File: src/logic/sdh_defines.svh
// Register addresses, field positions and FIFO thresholds of the data status block.
`ifndef SDH_DEFINES_SVH
`define SDH_DEFINES_SVH
`define SDH_ADDR_REMAIN 32'h5a00_0030
`define SDH_ADDR_DSTATUS 32'h5a00_0034
`define SDH_ADDR_FSTATUS 32'h5a00_0038
`define SDH_RESET_VALUE 32'h0000_0000
`define SDH_BLKS_MSB 23
`define SDH_BLKS_LSB 12
`define SDH_BYTES_MSB 11
`define SDH_BYTES_LSB 0
`define SDH_BIT_READ_WAIT 10
`define SDH_BIT_CARD_IRQ 9
`define SDH_BIT_FIFO_ERR 8
`define SDH_BIT_TX_CRC 7
`define SDH_BIT_RX_CRC 6
`define SDH_BIT_TIMEOUT 5
`define SDH_BIT_DONE 4
`define SDH_BIT_BUSY_DONE 3
`define SDH_BIT_START_ERR 2
`define SDH_BIT_TX_ACTIVE 1
`define SDH_BIT_RX_ACTIVE 0
`define SDH_BIT_TX_SPACE 13
`define SDH_BIT_RX_AVAIL 12
`define SDH_BIT_TX_HALF 11
`define SDH_BIT_TX_EMPTY 10
`define SDH_BIT_RX_FINAL 9
`define SDH_BIT_RX_FULL 8
`define SDH_BIT_RX_HALF 7
`define SDH_FIFO_DEPTH 7'h40
`define SDH_TX_HALF_LIMIT 7'h21
`define SDH_RX_HALF_LIMIT 7'h1f
`endif

File: src/logic/sdh_pkg.sv
// Types shared by the data status block.
package sdh_pkg;
    typedef enum logic [1:0] {
        SDH_MODE_IDLE = 2'h0,
        SDH_MODE_BUSY = 2'h1,
        SDH_MODE_RX = 2'h2,
        SDH_MODE_TX = 2'h3
    } sdh_mode_t;
    typedef logic [6:0] sdh_level_t;
endpackage

File: src/logic/sdh_fifo_if.sv
// Status logic to FIFO level tracker signals.
`timescale 1ns/1ps
interface sdh_fifo_if;
    import sdh_pkg::*;
    logic push;
    logic pop;
    logic flush;
    sdh_level_t level;
    logic full;
    logic empty;
    logic overrun;
    logic underrun;
    modport tracker (input push, input pop, input flush, output level, output full,
        output empty, output overrun, output underrun);
    modport user (output push, output pop, output flush, input level, input full,
        input empty, input overrun, input underrun);
endinterface

File: src/logic/sdh_sync.sv
// Two flip-flop synchroniser for pins from outside the clock domain.
`timescale 1ns/1ps
module sdh_sync import sdh_pkg::*; #(
    parameter int W = 1
) (
    input wire logic clk,
    input wire logic nrst,
    input wire logic [W-1:0] d,
    output logic [W-1:0] q
);
    logic [W-1:0] stage_reg;

    // Only the second stage reads the first, so metastability settles.
    always_ff @(posedge clk or negedge nrst) begin
        if (!nrst) begin
            stage_reg <= '0;
            q <= '0;
        end else begin
            stage_reg <= d;
            q <= stage_reg;
        end
    end
endmodule

File: src/logic/sdh_fifo_level.sv
// Byte level tracker of the 64-byte data FIFO with overrun and underrun detection.
`timescale 1ns/1ps
`include "sdh_defines.svh"
module sdh_fifo_level import sdh_pkg::*; (
    input wire logic clk,
    input wire logic nrst,
    sdh_fifo_if.tracker fifo
);
    sdh_level_t level_reg;
    sdh_level_t level_next;
    logic pushOk;
    logic popOk;

    // A push into a full FIFO needs a pop in the same cycle.
    always_comb begin
        popOk = fifo.pop && (level_reg != 7'h00);
        pushOk = fifo.push && ((level_reg != `SDH_FIFO_DEPTH) || popOk);
        level_next = level_reg;
        if (pushOk && !popOk) begin
            level_next = level_reg + 7'h01;
        end else if (popOk && !pushOk) begin
            level_next = level_reg - 7'h01;
        end
    end

    // A flush empties the FIFO when a new transfer starts.
    always_ff @(posedge clk or negedge nrst) begin
        if (!nrst) begin
            level_reg <= 7'h00;
        end else if (fifo.flush) begin
            level_reg <= 7'h00;
        end else begin
            level_reg <= level_next;
        end
    end

    assign fifo.level = level_reg;
    assign fifo.full = (level_reg == `SDH_FIFO_DEPTH);
    assign fifo.empty = (level_reg == 7'h00);
    assign fifo.overrun = fifo.push && !pushOk;
    assign fifo.underrun = fifo.pop && !popOk;
endmodule

File: src/logic/sdh_status.sv
// Remaining counter, data status flags and FIFO status of the card data path.
//
// Chosen here: the address-and-strobe port.
`timescale 1ns/1ps
`include "sdh_defines.svh"
// Functional notes
// [RULE1] Remaining blocks and bytes readable, reset zero.
// [RULE2] Read wait flag; write one stops request.
// [RULE3] Card interrupt sticky until written one.
// [RULE4] FIFO overrun, underrun, misalign set error flag.
// [RULE5] Transmit CRC status failure sets sticky flag.
// [RULE6] Receive CRC failure sets sticky flag.
// [RULE7] Receive or busy timeout sets sticky flag.
// [RULE8] Counter reaching zero sets done flag.
// [RULE9] Busy check completion sets sticky flag.
// [RULE10] Four-line start bit mismatch sets flag.
// [RULE11] Transmit in progress shown read-only.
// [RULE12] Receive in progress shown read-only.
// [RULE13] Transmit space flag below 64, DMA request.
// [RULE14] Receive data flag 1 to 64, DMA request.
// [RULE15] Transmit half flag below 33 bytes.
// [RULE16] Transmit empty flag at zero bytes.
// [RULE17] Receive final data flag after last byte.
// [RULE18] Receive full flag at 64 bytes.
// [RULE19] Receive half flag above 31 bytes.
// [RULE20] FIFO byte count readable in low bits.
// [RULE21] Mode selects idle, busy, receive, transmit.
// [RULE22] DMA enable turns availability into requests.
// [RULE23] Four-line mode checks all lines, else line zero.
// [RULE24] Zero writes and read-only writes change nothing.
// [RULE25] Counters load at start, count card bytes.
module sdh_status import sdh_pkg::*; (
    input wire logic clk,
    input wire logic nrst,
    input wire logic [31:0] regAddr,
    input wire logic [31:0] regWdata,
    input wire logic regWr,
    input wire logic regRd,
    output logic [31:0] regRdata,
    input wire logic [1:0] transferModeSelect,
    input wire logic dmaRequestEnable,
    input wire logic fourLineMode,
    input wire logic [11:0] blockCountCfg,
    input wire logic [11:0] blockSizeCfg,
    input wire logic cardClk,
    input wire logic [3:0] cardDataLines,
    input wire logic hostByteWr,
    input wire logic hostByteRd,
    input wire logic cardByte,
    input wire logic misalignedStore,
    input wire logic txCrcStatusFail,
    input wire logic rxCrcFail,
    input wire logic timeoutHit,
    input wire logic readWaitStart,
    input wire logic startBitCheck,
    output logic txDmaReq,
    output logic rxDmaReq,
    output logic readWaitDrive
);
    // ************************************************************
    // Register decode helpers
    // ************************************************************

    // Full-address compare; used by both the write and the read path.
    function automatic logic addrHit(input logic [31:0] addr, input logic [31:0] target);
        addrHit = (addr == target);
    endfunction

    sdh_mode_t mode;
    sdh_mode_t modePrev_reg;
    logic transferStart;
    logic modeRx;
    logic modeTx;

    // The mode field is decoded once and every direction flag follows it.
    always_comb begin
        mode = sdh_mode_t'(transferModeSelect); // [RULE21]
        modeRx = (mode == SDH_MODE_RX); // [RULE21]
        modeTx = (mode == SDH_MODE_TX); // [RULE21]
    end

    // Previous mode, to see a receive or transmit being started.
    always_ff @(posedge clk or negedge nrst) begin
        if (!nrst) begin
            modePrev_reg <= SDH_MODE_IDLE;
        end else begin
            modePrev_reg <= mode;
        end
    end

    assign transferStart = (modeRx || modeTx) && (mode != modePrev_reg);

    // ************************************************************
    // Card pins and link clock
    // ************************************************************

    logic [4:0] pinSync;
    logic linkClkPrev_reg;
    logic linkRise;
    logic [3:0] lineLevel;

    // Link clock and data pins pass two flops into this domain.
    sdh_sync #(.W(5)) pinSyncInst (
        .clk(clk),
        .nrst(nrst),
        .d({cardClk, cardDataLines}),
        .q(pinSync)
    );

    assign lineLevel = pinSync[3:0];

    // Edge finder on the synchronised link clock; 8 system clocks per link period.
    always_ff @(posedge clk or negedge nrst) begin
        if (!nrst) begin
            linkClkPrev_reg <= 1'b0;
        end else begin
            linkClkPrev_reg <= pinSync[4];
        end
    end

    assign linkRise = pinSync[4] && !linkClkPrev_reg;

    // ************************************************************
    // FIFO level
    // ************************************************************

    sdh_fifo_if fifoBus ();

    // Transmit fills from software and drains to the card; receive the reverse.
    assign fifoBus.push = modeTx ? hostByteWr : (modeRx && cardByte);
    assign fifoBus.pop = modeTx ? cardByte : (modeRx && hostByteRd);
    assign fifoBus.flush = transferStart;

    sdh_fifo_level fifoLevelInst (
        .clk(clk),
        .nrst(nrst),
        .fifo(fifoBus)
    );

    // ************************************************************
    // Remaining counters
    // ************************************************************

    logic [11:0] blocksLeft_reg;
    logic [11:0] bytesLeft_reg;
    logic lastByte;
    logic countCardByte;

    assign countCardByte = cardByte && (modeRx || modeTx);
    assign lastByte = countCardByte && (bytesLeft_reg == 12'h001) && (blocksLeft_reg <= 12'h001);

    // Load at start; a block boundary reloads the byte count.
    always_ff @(posedge clk or negedge nrst) begin
        if (!nrst) begin
            blocksLeft_reg <= 12'h000; // [RULE1]
            bytesLeft_reg <= 12'h000; // [RULE1]
        end else if (transferStart) begin
            blocksLeft_reg <= blockCountCfg; // [RULE25]
            bytesLeft_reg <= blockSizeCfg; // [RULE25]
        end else if (countCardByte && (bytesLeft_reg != 12'h000)) begin
            if (bytesLeft_reg != 12'h001) begin
                bytesLeft_reg <= bytesLeft_reg - 12'h001; // [RULE25]
            end else if (blocksLeft_reg > 12'h001) begin
                blocksLeft_reg <= blocksLeft_reg - 12'h001; // [RULE25]
                bytesLeft_reg <= blockSizeCfg;
            end else begin
                blocksLeft_reg <= 12'h000;
                bytesLeft_reg <= 12'h000;
            end
        end
    end

    // ************************************************************
    // Line checks on the link clock
    // ************************************************************

    logic startArm_reg;
    logic startBitBad;
    logic sawBusy_reg;
    logic busyEnd;
    logic cardIrq;

    // A start check waits for the next link edge; a new request re-arms it.
    always_ff @(posedge clk or negedge nrst) begin
        if (!nrst) begin
            startArm_reg <= 1'b0;
        end else if (startBitCheck) begin
            startArm_reg <= 1'b1;
        end else if (linkRise) begin
            startArm_reg <= 1'b0;
        end
    end

    // Only four-line mode can miss a start bit on some lines; line zero alone
    // always agrees with itself.
    assign startBitBad = startArm_reg && linkRise && fourLineMode
        && (lineLevel != 4'h0) && (lineLevel != 4'hf); // [RULE10] [RULE23]

    // Busy is line zero held low; its release ends a busy-check-only operation.
    always_ff @(posedge clk or negedge nrst) begin
        if (!nrst) begin
            sawBusy_reg <= 1'b0;
        end else if (mode != SDH_MODE_BUSY) begin
            sawBusy_reg <= 1'b0;
        end else if (linkRise) begin
            sawBusy_reg <= !lineLevel[0];
        end
    end

    assign busyEnd = (mode == SDH_MODE_BUSY) && sawBusy_reg && linkRise && lineLevel[0]; // [RULE9]

    // Card interrupt is line one low while no data moves on the lines.
    assign cardIrq = linkRise && (mode == SDH_MODE_IDLE) && !lineLevel[1]; // [RULE3]

    // ************************************************************
    // Sticky event flags
    // ************************************************************

    logic [10:2] flagSet;
    logic [10:2] flag_reg;
    logic statusWrite;

    assign statusWrite = regWr && addrHit(regAddr, `SDH_ADDR_DSTATUS);

    // Event sources, one per sticky bit.
    always_comb begin
        flagSet = '0;
        flagSet[`SDH_BIT_READ_WAIT] = readWaitStart && modeRx; // [RULE2]
        flagSet[`SDH_BIT_CARD_IRQ] = cardIrq; // [RULE3]
        flagSet[`SDH_BIT_FIFO_ERR] = fifoBus.overrun || fifoBus.underrun
            || misalignedStore; // [RULE4]
        flagSet[`SDH_BIT_TX_CRC] = txCrcStatusFail && modeTx; // [RULE5]
        flagSet[`SDH_BIT_RX_CRC] = rxCrcFail && modeRx; // [RULE6]
        flagSet[`SDH_BIT_TIMEOUT] = timeoutHit && (modeRx || mode == SDH_MODE_BUSY); // [RULE7]
        flagSet[`SDH_BIT_DONE] = lastByte; // [RULE8]
        flagSet[`SDH_BIT_BUSY_DONE] = busyEnd; // [RULE9]
        flagSet[`SDH_BIT_START_ERR] = startBitBad; // [RULE10]
    end

    // Each flag clears on a written one and keeps on a zero; a set in the
    // clearing cycle wins so no event is lost.
    genvar gi;
    generate
        for (gi = 2; gi <= 10; gi++) begin : gFlag
            always_ff @(posedge clk or negedge nrst) begin
                if (!nrst) begin
                    flag_reg[gi] <= 1'b0;
                end else if (flagSet[gi]) begin
                    flag_reg[gi] <= 1'b1;
                end else if (statusWrite && regWdata[gi]) begin
                    flag_reg[gi] <= 1'b0; // [RULE24]
                end
            end
        end
    endgenerate

    // The read wait drive to the card follows its flag, so clearing stops it.
    assign readWaitDrive = flag_reg[`SDH_BIT_READ_WAIT]; // [RULE2]

    // ************************************************************
    // Progress and final data indications
    // ************************************************************

    logic txActive_reg;
    logic rxActive_reg;
    logic rxFinal_reg;

    // Progress holds from start until the last byte or a change to idle or busy mode.
    always_ff @(posedge clk or negedge nrst) begin
        if (!nrst) begin
            txActive_reg <= 1'b0;
            rxActive_reg <= 1'b0;
        end else if (transferStart) begin
            txActive_reg <= modeTx; // [RULE11]
            rxActive_reg <= modeRx; // [RULE12]
        end else if (lastByte || (!modeRx && !modeTx)) begin
            txActive_reg <= 1'b0; // [RULE11]
            rxActive_reg <= 1'b0; // [RULE12]
        end
    end

    // Final data stays until software has drained the receive FIFO.
    always_ff @(posedge clk or negedge nrst) begin
        if (!nrst) begin
            rxFinal_reg <= 1'b0;
        end else if (transferStart) begin
            rxFinal_reg <= 1'b0;
        end else if (lastByte && modeRx) begin
            rxFinal_reg <= 1'b1; // [RULE17]
        end else if (fifoBus.empty) begin
            rxFinal_reg <= 1'b0;
        end
    end

    // ************************************************************
    // FIFO status flags and DMA requests
    // ************************************************************

    logic txSpace;
    logic rxAvail;
    logic [31:0] fifoWord;

    assign txSpace = modeTx && !fifoBus.full; // [RULE13]
    assign rxAvail = modeRx && !fifoBus.empty; // [RULE14]

    // Without DMA software polls the same two flags instead.
    assign txDmaReq = dmaRequestEnable && txSpace; // [RULE13] [RULE22]
    assign rxDmaReq = dmaRequestEnable && rxAvail; // [RULE14] [RULE22]

    // One shared level serves both directions, so the half flags compare it.
    always_comb begin
        fifoWord = '0;
        fifoWord[`SDH_BIT_TX_SPACE] = txSpace;
        fifoWord[`SDH_BIT_RX_AVAIL] = rxAvail;
        fifoWord[`SDH_BIT_TX_HALF] = modeTx
            && (fifoBus.level < `SDH_TX_HALF_LIMIT); // [RULE15]
        fifoWord[`SDH_BIT_TX_EMPTY] = modeTx && fifoBus.empty; // [RULE16]
        fifoWord[`SDH_BIT_RX_FINAL] = rxFinal_reg; // [RULE17]
        fifoWord[`SDH_BIT_RX_FULL] = modeRx && fifoBus.full; // [RULE18]
        fifoWord[`SDH_BIT_RX_HALF] = modeRx
            && (fifoBus.level > `SDH_RX_HALF_LIMIT); // [RULE19]
        fifoWord[6:0] = fifoBus.level; // [RULE20]
    end

    // ************************************************************
    // Register read port
    // ************************************************************

    logic [31:0] readMux;

    // Only the clear bits are writable; other writes are dropped.
    // Unmapped reads return zero.
    always_comb begin
        readMux = `SDH_RESET_VALUE;
        if (addrHit(regAddr, `SDH_ADDR_REMAIN)) begin
            readMux[`SDH_BLKS_MSB:`SDH_BLKS_LSB] = blocksLeft_reg; // [RULE1]
            readMux[`SDH_BYTES_MSB:`SDH_BYTES_LSB] = bytesLeft_reg; // [RULE1]
        end else if (addrHit(regAddr, `SDH_ADDR_DSTATUS)) begin
            readMux[10:2] = flag_reg;
            readMux[`SDH_BIT_TX_ACTIVE] = txActive_reg; // [RULE11]
            readMux[`SDH_BIT_RX_ACTIVE] = rxActive_reg; // [RULE12]
        end else if (addrHit(regAddr, `SDH_ADDR_FSTATUS)) begin
            readMux = fifoWord;
        end
    end

    // Read data stands for the one cycle after the strobe, zero otherwise.
    always_ff @(posedge clk or negedge nrst) begin
        if (!nrst) begin
            regRdata <= `SDH_RESET_VALUE;
        end else if (regRd) begin
            regRdata <= readMux;
        end else begin
            regRdata <= `SDH_RESET_VALUE;
        end
    end
endmodule

File: config.mk
export PLATFORM = sky130hd
export DESIGN_NAME = sdh_status
export DESIGN_NICKNAME = d
export VERILOG_FILES = /design/src/logic/sdh_pkg.sv /design/src/logic/sdh_fifo_if.sv /design/src/logic/sdh_sync.sv /design/src/logic/sdh_fifo_level.sv /design/src/logic/sdh_status.sv
export VERILOG_INCLUDE_DIRS = /design/src /design/src/logic
export SDC_FILE = /design/constraint.sdc
export NUM_CORES = 1
export LEC_CHECK = 0
export BUFFER_PORTS_ARGS = -buffer_cell sky130_fd_sc_hd__buf_4
export CAP_MARGIN = 20
export CORE_MARGIN = 5
export CORE_UTILIZATION = 51
export DETAILED_ROUTE_END_ITERATION = 6
export PLACE_DENSITY_LB_ADDON = 0.25
export SKIP_CTS_REPAIR_TIMING = 1
export SLEW_MARGIN = 20
export SYNTH_ARGS = -nofsm -noshare
export SYNTH_HDL_FRONTEND = slang
export SYNTH_SLANG_ARGS = --single-unit
File: constraint.sdc
create_clock -name clk -period 4.6 [get_ports clk]
set_clock_uncertainty 0.1 [all_clocks]
set_input_delay 0.23 -clock clk [delete_from_list [all_inputs] [get_ports clk]]
set_output_delay 0.23 -clock clk [all_outputs]
set_load 0.01 [all_outputs]
## Word-level counts from Yosys, hierarchy flattened

Index checks and enable logic that the tools add are counted.

- Add/sub/neg operators: 4
- $lt $le $gt $ge: 4
- Equal/unequal tests: 14
- Multiplexer cells: 47
- Reductions and logical operators: 83

Operators with widths:

| cell | number |
|---|---|
| 32-bit by 31-bit == test with 1-bit output, second input constant | 3 |
| 12-bit two-way mux | 8 |
| 1-bit logical AND | 47 |
| 32-bit two-way mux | 1 |
| 1-bit two-way mux | 30 |
| 2-bit nonzero test | 13 |
| 24-bit two-way mux | 1 |
| 12-bit by 1-bit subtractor with 12-bit output, second input constant | 2 |
| 7-bit two-way mux | 3 |
| 14-bit two-way mux | 1 |
| 12-bit by 1-bit == test with 1-bit output, second input constant | 1 |
| 12-bit by 1-bit > comparator with 1-bit output, second input constant | 1 |
| 12-bit by 1-bit <= comparator with 1-bit output, second input constant | 1 |
| 12-bit by 1-bit != test with 1-bit output, second input constant | 1 |
| 12-bit nonzero test | 1 |
| 11-bit two-way mux | 1 |
| 1-bit zero test | 9 |
| 8-bit two-way mux | 1 |
| 7-bit by 1-bit adder with 7-bit output, second input constant | 1 |
| 7-bit == test, second input constant | 1 |
| 7-bit by 5-bit > comparator with 1-bit output, second input constant | 1 |
| 7-bit zero test | 1 |
| 7-bit by 6-bit less-than comparator with 1-bit output, second input constant | 1 |
| 7-bit != test, second input constant | 1 |
| 14 further kinds | 21 |

- Register bits after elaboration: 90
- Input bits: 110
- Output and inout port bits: 35
- Logic and storage cells: 174

## Logic depth before layout (Yosys ltp)

Gate-level depths: netlist of run 1.

- Depth after elaboration: 11
- Depth in mapped cells: 14
- Depth with buffers taken out: 13

## By module

A second synthesis of run 1 with hierarchy kept.

- Cells, all modules: 455
- Area, all modules: 4490.6 um2

Modules (own cells, without submodules):

| module | times used | cells each | area an instance (um2) | seq. area each (um2) |
|---|---|---|---|---|
| sdh_status | 1 | 383 | 3643.5 | 1626.6 |
| sdh_fifo_level | 1 | 62 | 596.8 | 175.2 |
| sdh_sync | 1 | 10 | 250.2 | 250.2 |

## Least setup slack after synthesis of run 1

OpenSTA, ideal clock, no wires.

- Kind: reg-to-reg
- From: register fifoLevelInst.level_reg[1] (netlist: fifoLevelInst.fifo.level[1])
- To: register fifoLevelInst.level_reg[6] (netlist: fifoLevelInst.fifo.level[6])
- Setup time: 0.137 ns
- Arrival time: 3.099 ns
- Data required time: 4.363 ns
- Slack: 1.263 ns
- Stages on the path, launching flop included: 12
- Buffers on the path: 0
- Period minus slack after synthesis: 3.337 ns
- Cells stage by stage: dfrtp_1 > or4_4 > or4_4 > o21ai_2 > nand2_1 > ha_1 > a21oi_1 > o21ai_0 > a21o_1 > a21oi_1 > mux2i_1 > o221ai_1

- Cells in the longest elaborated chain, start to end: 7
- Elaborated cells between the ends (all ways): 15
- Classes of those cells: add/sub (2); eq/ne (1); mux (3); reduce/logical (9)

Ends and longest elaborated chain:

| element | line | source |
|---|---|---|
| start, declared | sdh_fifo_level.sv:9 | `sdh_level_t level_reg;` |
| start signal, assigned | sdh_fifo_level.sv:33 | `level_reg <= level_next;` |
| parallel branches: the longest is 7 deep, another holds 7-bit by 1-bit subtractor with 7-bit output | n/a |  |

Parallel ways; which one is timed is not known. The select of a mux whose other input is x is not followed.
A chain may end at the register's enable or synchronous reset.

## Worst setup path in the final report of run 1

- From: input transferModeSelect[0]
- To: register fifoLevelInst.level_reg[6] (netlist: fifoLevelInst.fifo.level[6])

- Cells in the longest elaborated chain, start to end: 9
- Elaborated cells between the ends (all ways): 19
- Classes of those cells: eq/ne (3); mux (4); reduce/logical (12)

Ends and longest elaborated chain:

| element | line | source |
|---|---|---|
| start, declared | sdh_status.sv:40 | `input wire logic [1:0] transferModeSelect,` |
| 2-bit == test | sdh_status.sv:78 | `modeRx = (mode == SDH_MODE_RX);` |
| 1-bit logical AND | sdh_status.sv:131 | `assign fifoBus.pop = modeTx ? cardByte : (modeRx && hostByteRd);` |
| 1-bit two-way mux | sdh_status.sv:131 |  |
| 1-bit logical AND | sdh_fifo_level.sv:16 | `popOk = fifo.pop && (level_reg != 7'h00);` |
| 1-bit logical OR | sdh_fifo_level.sv:17 | `` pushOk = fifo.push && ((level_reg != `SDH_FIFO_DEPTH) \|\| popOk); `` |
| 1-bit logical AND | sdh_fifo_level.sv:17 |  |
| 1-bit logical AND / 1-bit zero test (equally long branches) | sdh_fifo_level.sv:19, sdh_fifo_level.sv:21 |  |
| 7-bit two-way mux / 1-bit logical AND (equally long branches) | sdh_fifo_level.sv:19, sdh_fifo_level.sv:21 |  |
| 7-bit two-way mux / 3-bit nonzero test (equally long branches) | n/a |  |

Parallel ways exist; a longest one is shown, timed or not.

==> key figures, run 1 <==
Pwr
  • Pwr/cell area: 417.0 mW/mm^2
  • Worst voltage drop across the vdd grid: 0.0003072 V
  • Share of total power in combinational logic: 0.314
  • Internal power: 0.001473 W
  • Clock power frac: 0.251
  • Net switching share of the total power: 0.3631
  • Power share of the sequential group: 0.435
  • Net switching component of the power: 0.0008396 W
  • Cell leakage power: 2.525 nW

Placed design
  • DP Wirelength: 8.731 mm
  • Placed instance count: 651
  • Number of buffers added on ports: 113
  • Placed Instance Area: 0.005201 sq mm
  • Routability cong.: 0.9144

Detailed routing
  • Drt wl/cell: 17.53 um
  • Post-Route WL: 11.90 mm
  • Number of optimization iterations in the first detailed-route pass: 5
  • Post-detailed-route via-to-cell ratio: 5.816
  • Residual antenna-violating net count after detailed routing: 0
  • Remaining routing DRC violations: 0
  • Vias after detailed routing: 3949
  • Number of design-rule violations left by the first detailed-router iteration: 276

Run
  • Count of maximum capacitance violations: 0

Floorplanning
  • Die width: 102.5 um
  • Initial Utilization: 0.5285
  • Count of boundary I/O pins: 145
  • Core outline area: 0.008258 sq mm
  • Vertical die dimension: 102.5 um
  • Die Outline Area: 0.01051 sq mm
  • Std cell rows: 33

Synth
  • Flip-flop cell with the highest count after synthesis: sky130_fd_sc_hd__dfrtp_1
  • Mean area per synthesized cell: 9.634 sq um
  • Sequential cell area fraction in the yosys report: 0.4702
  • Leading post-synthesis cells by instance count: sky130_fd_sc_hd__dfrtp_1 (82), sky130_fd_sc_hd__nand2_1 (46), sky130_fd_sc_hd__o21ai_0 (40)
  • Top-area cell type share of the netlist area: 0.4702
  • Leading post-synthesis cells by cell area: sky130_fd_sc_hd__dfrtp_1 (47%), sky130_fd_sc_hd__o21ai_0 (4.6%), sky130_fd_sc_hd__ha_1 (4.3%)
  • Synth Register Bits: 82
  • Post-synth EDFFs: 0
  • Library cell with the highest instance count after synthesis: sky130_fd_sc_hd__dfrtp_1
  • Proportion of synthesized flip-flops having asynchronous set or reset: 1.000
  • Gate count of the mapped netlist: 453
  • Count of warnings emitted by yosys: 0
  • Synthesized cell area: 0.004364 sq mm
  • Number of distinct library cells after synthesis: 64
  • Post-synthesis cell type with the largest combined area: sky130_fd_sc_hd__dfrtp_1

Cells and area
  • Flip-flop count of the largest register after layout: 24
  • Count of nets after finishing: 695
  • Final-layout fill cell count: 702
  • Growth of design area from synthesis to finish: 27.06%
  • Utilization of the core after routing: 0.6715
  • Inserted Diodes: 0
  • Share of layout cells above drive strength 1: 0.2456
  • Final design instance area without fill: 0.005545 sq mm
  • Number of non-filler instances in the completed layout: 679

GRT
  • Global-route total usage across every layer: 0.2342
  • Pin count of the biggest net entering global routing: 83
  • Global-route wire length before repair: 19.29 mm
  • Initial antenna violation count: 0
  • Number of global-route vias before repair: 4040
  • Overall overflow remaining after global route: 0

Clock network
  • CTS clk-pin slew, worst paths: 90 ps
  • Maximum clock insertion buffer count: 2
  • Clock tree from TritonCTS: built
  • H-tree depth: 3
  • Count of clock tree sinks: 82
  • Clock Tree Root: sky130_fd_sc_hd__clkbuf_8
  • Clock network latency to the later pin of the worst-skew pair: 360 ps
  • Clock buffer count from CTS: 9

STA
  • Pins Over Slew Limit: 0
  • Worst Tran Pin Value: 1025 ps
  • Headroom to the max-slew limit: 0.3166
  • Share of the clock period used by the worst path after layout: 0.8244
  • Max Clock Freq: 0.2637 GHz
  • RSZ-0062 raised after global routing: false
  • Total negative slack for setup checks: 0 ps
  • Setup-failing EPs final: 0
  • Hold Vio Cnt, Final: 0
  • Time the worst path needs with I/O delays and setup: 3792 ps

Critical path
  • Required time of the worst setup path: 4730 ps
  • Reg2reg setup slack: 850 ps
  • Critical Setup Path Class: in2reg
  • CP Capture Type: register
  • Max Fanout on Critical Path: 12
  • Kind of start point of the critical path: input port
  • CP Data Arrival Time: 3930 ps

Hold path
  • Hold Crit Class: in2reg

Status
  • Run status: finished, final reports clean
==> worst paths after layout <==
path                                                  start                     endpoint  cells past startpoint
max in group asynchronous                              nrst             bytesLeft_reg[2]                      2
worst min-delay path                        blockSizeCfg[8]             bytesLeft_reg[8]                      3
worst min register to register     pinSyncInst.stage_reg[0]             pinSyncInst.q[0]                      0
min in group asynchronous                              nrst  fifoLevelInst.fifo.level[4]                      2
worst max-delay path                  transferModeSelect[0]  fifoLevelInst.fifo.level[6]                     15
worst max register to register  fifoLevelInst.fifo.level[1]  fifoLevelInst.fifo.level[6]                     11
==> layer usage <==
layer  part of all wire  GRT usage  vias up
met4              0.020    0.07366        0
met1               0.40     0.2998     1905
li1                   -          -     1867
met5                  0          0        -
met2               0.51     0.3972      150
met3              0.069    0.05142       27
==> per-stage QoR <==
step	hold WS [ps]	total power, W	setup WS, ps
6_report	2.560	0.002312	808.0
5_1_grt	6.294	0.002457	495.1
4_1_cts	-134.8	0.002299	947.7
3_3_place_gp	232.9	0.001687	1057
3_5_place_dp	236.4	0.001721	954.7
2_1_floorplan	-165.6	0.001500	1263
==> power groups by stage <==
stage | Clock [W] | Sequential (W) | Combinational [W]
final | 0.000580 | 0.00101 | 0.000726
after global routing | 0.000615 | 0.00103 | 0.000817
after CTS | 0.000586 | 0.00100 | 0.000711
after detailed placement | 0 | 0.00102 | 0.000704
after global placement | 0 | 0.00101 | 0.000680
after floorplan | 0 | 0.000955 | 0.000545
==> cells by family after synthesis <==
group	after synthesis	share of synthesized area
simple gates	173	0.2096
flops	82	0.4702
mux	1	0.002294
compound gates	129	0.2021
other cells	1	0.0008593
fa+ha+maj	16	0.04759
xor+xnor	7	0.01405
buf+inv	44	0.05332
==> area by class of cell <==
class	instances	area [sq um]	share of cell area
Clock buffer	10	127.6	0.02301
Inverter	17	63.81	0.01151
Clock inverter	6	90.09	0.01625
Timing Repair Buffer	125	972.2	0.1753
Sequential cell	82	2052	0.3700
Tap cell	105	131.4	0.02369
Multi-Input combinational cell	334	2108	0.3802
==> critical path: stages <==
cell and delay (ps):
sky130_fd_sc_hd__dlygate4sd3_1 540, sky130_fd_sc_hd__buf_4 160, sky130_fd_sc_hd__inv_1 90, sky130_fd_sc_hd__ha_1 440, sky130_fd_sc_hd__nand2_1 130, sky130_fd_sc_hd__o21ai_0 400, sky130_fd_sc_hd__o21ai_2 150, sky130_fd_sc_hd__nand2_1 320
sky130_fd_sc_hd__ha_1 350, sky130_fd_sc_hd__a21oi_1 150, sky130_fd_sc_hd__o21ai_0 150, sky130_fd_sc_hd__a21o_1 210, sky130_fd_sc_hd__a21oi_1 260, sky130_fd_sc_hd__mux2i_1 220, sky130_fd_sc_hd__o221ai_1 120
==> placed cells by master (no fill, tap or decap), types with 12 or more instances in the layout <==
cell	count
sky130_fd_sc_hd__a21oi_1	28
sky130_fd_sc_hd__buf_4	112
sky130_fd_sc_hd__dfrtp_1	82
sky130_fd_sc_hd__dlygate4sd3_1	12
sky130_fd_sc_hd__ha_1	15
sky130_fd_sc_hd__inv_1	17
sky130_fd_sc_hd__nand2_1	46
sky130_fd_sc_hd__nor2_1	31
sky130_fd_sc_hd__nor3_1	15
sky130_fd_sc_hd__o21ai_0	40
Power figures use the tool's default switching activity.
==> run 2, diff against run 1 <==
Settings changed: CORE_UTILIZATION 51 to 46.
Clock period 4.6 ns to 3.1 ns, I/O delays scaled along.
==> run 2 against run 1 <==
  * The flow now finishes with violations (negative hold slack)
  * First-iteration DRC count grew 11%
  * Total power increased by 60%
  * Combinational power increased by 78%
  * Flip-flop and latch count is the same
  * Via count grew 3.5%
  * Routed wire length up 5.4%
  * Sequential share of layout area shrank 2.4 points
  * Utilization shrank 2.9 points
  * Sequential power is 45% higher
  * Cell count is 8.5% higher
  * Critical endpoint unchanged
==> key figures, run 2 (synthesized netlist as in run 1, its figures left out) <==
Detailed routing
  • Drt wl/cell: 17.01 um (-2.9%)
  • Remaining routing DRC violations: 0 (unchanged)
  • Vias after detailed routing: 4089 (+3.5%)
  • Number of optimization iterations in the first detailed-route pass: 4 (-1)
  • Residual antenna-violating net count after detailed routing: 0 (unchanged)
  • Post-detailed-route via-to-cell ratio: 5.548 (-4.6%)
  • Number of design-rule violations left by the first detailed-router iteration: 305 (+11%)
  • Post-Route WL: 12.54 mm (+5.4%)

STA
  • Share of the clock period used by the worst path after layout: 0.9765
  • Max Clock Freq: 0.3304 GHz
  • Headroom to the max-slew limit: 0.3512 (+0.03459)
  • Hold Vio Cnt, Final: 7 (+7)
  • Time the worst path needs with I/O delays and setup: 3027 ps
  • Setup-failing EPs final: 0 (unchanged)
  • Pins Over Slew Limit: 0 (unchanged)
  • Worst Tran Pin Value: 973.3 ps (-51.88 ps)
  • Final hold slack: -34.16 ps (-36.72 ps)

Clock network
  • Maximum clock insertion buffer count: 2 (unchanged)
  • Clock Tree Root: sky130_fd_sc_hd__clkbuf_8
  • Count of clock tree sinks: 82 (unchanged)
  • Clock tree from TritonCTS: built
  • CTS clk-pin slew, worst paths: 90 ps (about the same)
  • Clock network latency to the later pin of the worst-skew pair: 350 ps (about the same)
  • Clock buffer count from CTS: 9 (unchanged)
  • H-tree depth: 3 (unchanged)

Status
  • Run status: finished with violations
  • Violations in the final reports: negative hold slack

Critical path
  • Kind of start point of the critical path: register
  • Critical Setup Path Class: reg2reg
  • Required time of the worst setup path: 3230 ps (-1500 ps)
  • Worst-path cell chain: or4_4, or4_4, o21ai_4, nand2_4, ha_4, a21oi_1, o21ai_1, a21o_1, a21oi_2, mux2i_1, o221ai_1
  • Reg2Reg Launch Point: fifoLevelInst.fifo.level[0]
  • Critical-path top delay cell: sky130_fd_sc_hd__or4_4
  • CP peak stage delay: 540 ps (about the same)
  • CP Data Arrival Time: 3150 ps (-780 ps)
  • Most numerous cell on the critical path: sky130_fd_sc_hd__or4_4
  • Max Fanout on Critical Path: 5 (-7)
  • CP Capture Type: register
  • Critical path origin: fifoLevelInst.fifo.level[0]

Cells and area
  • Final-layout fill cell count: 770 (+9.7%)
  • Flip-flop count of the largest register after layout: 24 (unchanged)
  • Utilization of the core after routing: 0.6425 (-0.02900)
  • Inserted Diodes: 0 (unchanged)
  • Area taken by flip-flops and latches: 0.002052 sq mm (unchanged)
  • Growth of design area from synthesis to finish: 36.04%
  • Leading cell type in the layout, fill and taps excluded: sky130_fd_sc_hd__buf_4
  • Share of layout cells above drive strength 1: 0.2681 (+0.02245)
  • Commonest cells after routing, fill and taps aside: sky130_fd_sc_hd__buf_4 (129), sky130_fd_sc_hd__dfrtp_1 (82), sky130_fd_sc_hd__nand2_1 (45)
  • Count of nets after finishing: 730 (+5.0%)
  • Number of non-filler instances in the completed layout: 737 (+8.5%)
  • Multi-input gate area in the final layout: 0.002151 sq mm (+2.0%)

Floorplanning
  • Initial Utilization: 0.4723 (-0.05618)
  • Core outline area: 0.009240 sq mm (+12%)
  • Std cell rows: 35 (+6.1%)
  • Die Outline Area: 0.01154 sq mm (+9.8%)
  • Die width: 107.4 um (+4.8%)
  • Count of boundary I/O pins: 145 (unchanged)
  • Vertical die dimension: 107.4 um (+4.8%)

Placed design
  • Routability cong.: 0.9031 (-1.2%)
  • Placed instance count: 688 (+5.7%)
  • DP Wirelength: 9.088 mm (+4.1%)
  • Number of buffers added on ports: 113 (unchanged)

GRT
  • Global-route total usage across every layer: 0.2137 (-0.02045)
  • Overall overflow remaining after global route: 0 (unchanged)
  • Initial antenna violation count: 0 (unchanged)
  • Number of global-route vias before repair: 3822 (-5.4%)
  • Global-route wire length before repair: 19.49 mm (+1.0%)
  • Pin count of the biggest net entering global routing: 83 (unchanged)

Pwr
  • Pwr/cell area: 622.0 mW/mm^2 (+49%)
  • Net switching component of the power: 0.001309 W (+56%)
  • Power share of the sequential group: 0.394 (-0.041)
  • Overall power after layout: 0.003693 W (+60%)
  • Internal power: 0.002384 W (+62%)
  • Clock power frac: 0.256 (+0.005)
  • Net switching share of the total power: 0.3544 (-0.008680)
  • Worst voltage drop across the vdd grid: 0.0003740 V (+22%)
  • Cell leakage power: 2.693 nW (+6.6%)
  • Share of total power in combinational logic: 0.350 (+0.036)

Run
  • Count of maximum capacitance violations: 0 (unchanged)

Hold path
  • Hold Crit Class: in2reg
  • Worst Min Path Start: blockSizeCfg[7]
run 2: critical path, delay by kind of cell, from the launching register on:
family | cells | cell delay (ps)
muxes | 1 | 200
DFF | 1 | 410
and+or+nand+nor | 3 | 1100
AOI/OAI and AO/OA | 6 | 830
adders and majority gates | 1 | 250
run 2: area by class of cell:
| class | count | share of cell area |
|---|---|---|
| Sequential cell | 82 | 0.3456 |
| Multi-Input combinational cell | 335 | 0.3623 |
| Clock buffer | 9 | 0.02086 |
| Tap cell | 129 | 0.02719 |
| Timing Repair Buffer | 159 | 0.2139 |
| Inverter | 17 | 0.01075 |
| Clock inverter | 6 | 0.01939 |
run 2: worst paths after layout:
kind | end | slack [ps] | depth (start not counted)
max | fifoLevelInst.fifo.level[6] | 70 | 11
min | bytesLeft_reg[7] | -30 | 3
max reg2reg | fifoLevelInst.fifo.level[6] | 70 | 11
min reg2reg | pinSyncInst.q[4] | 260 | 0
max in group asynchronous | rxActive_reg | 2080 | 2
min in group asynchronous | fifoLevelInst.fifo.level[4] | 300 | 2
run 2: stage by stage:
step           setup WS [ps]  setup TNS [ps]  cell area, sq um
2_1_floorplan          29.57               0              4414
3_3_place_gp           86.80               0              5353
3_5_place_dp           24.13               0              5353
4_1_cts               0.2005               0              5592
5_1_grt               -8.215          -8.215              5937
6_report               72.95               0              5937
run 2: routing by layer:
metal / vias up / routed length [um] / GRT usage
met3: 16 / 701 / 0.03719
met5: - / 0 / 0
met2: 140 / 6414 / 0.3566
met1: 1992 / 5295 / 0.2913
met4: 0 / 129 / 0.04959
li1: 1941 / - / -
run 2: power by group through the flow:
| stage | clock (W) | sequential (W) | combinational (W) |
|---|---|---|---|
| CTS | 0.000957 | 0.00145 | 0.00120 |
| finish | 0.000945 | 0.00146 | 0.00129 |
| global placement | 0 | 0.00146 | 0.00115 |
| floorplan | 0 | 0.00142 | 0.000832 |
| global route | 0.000998 | 0.00149 | 0.00145 |
| detailed placement | 0 | 0.00147 | 0.00119 |
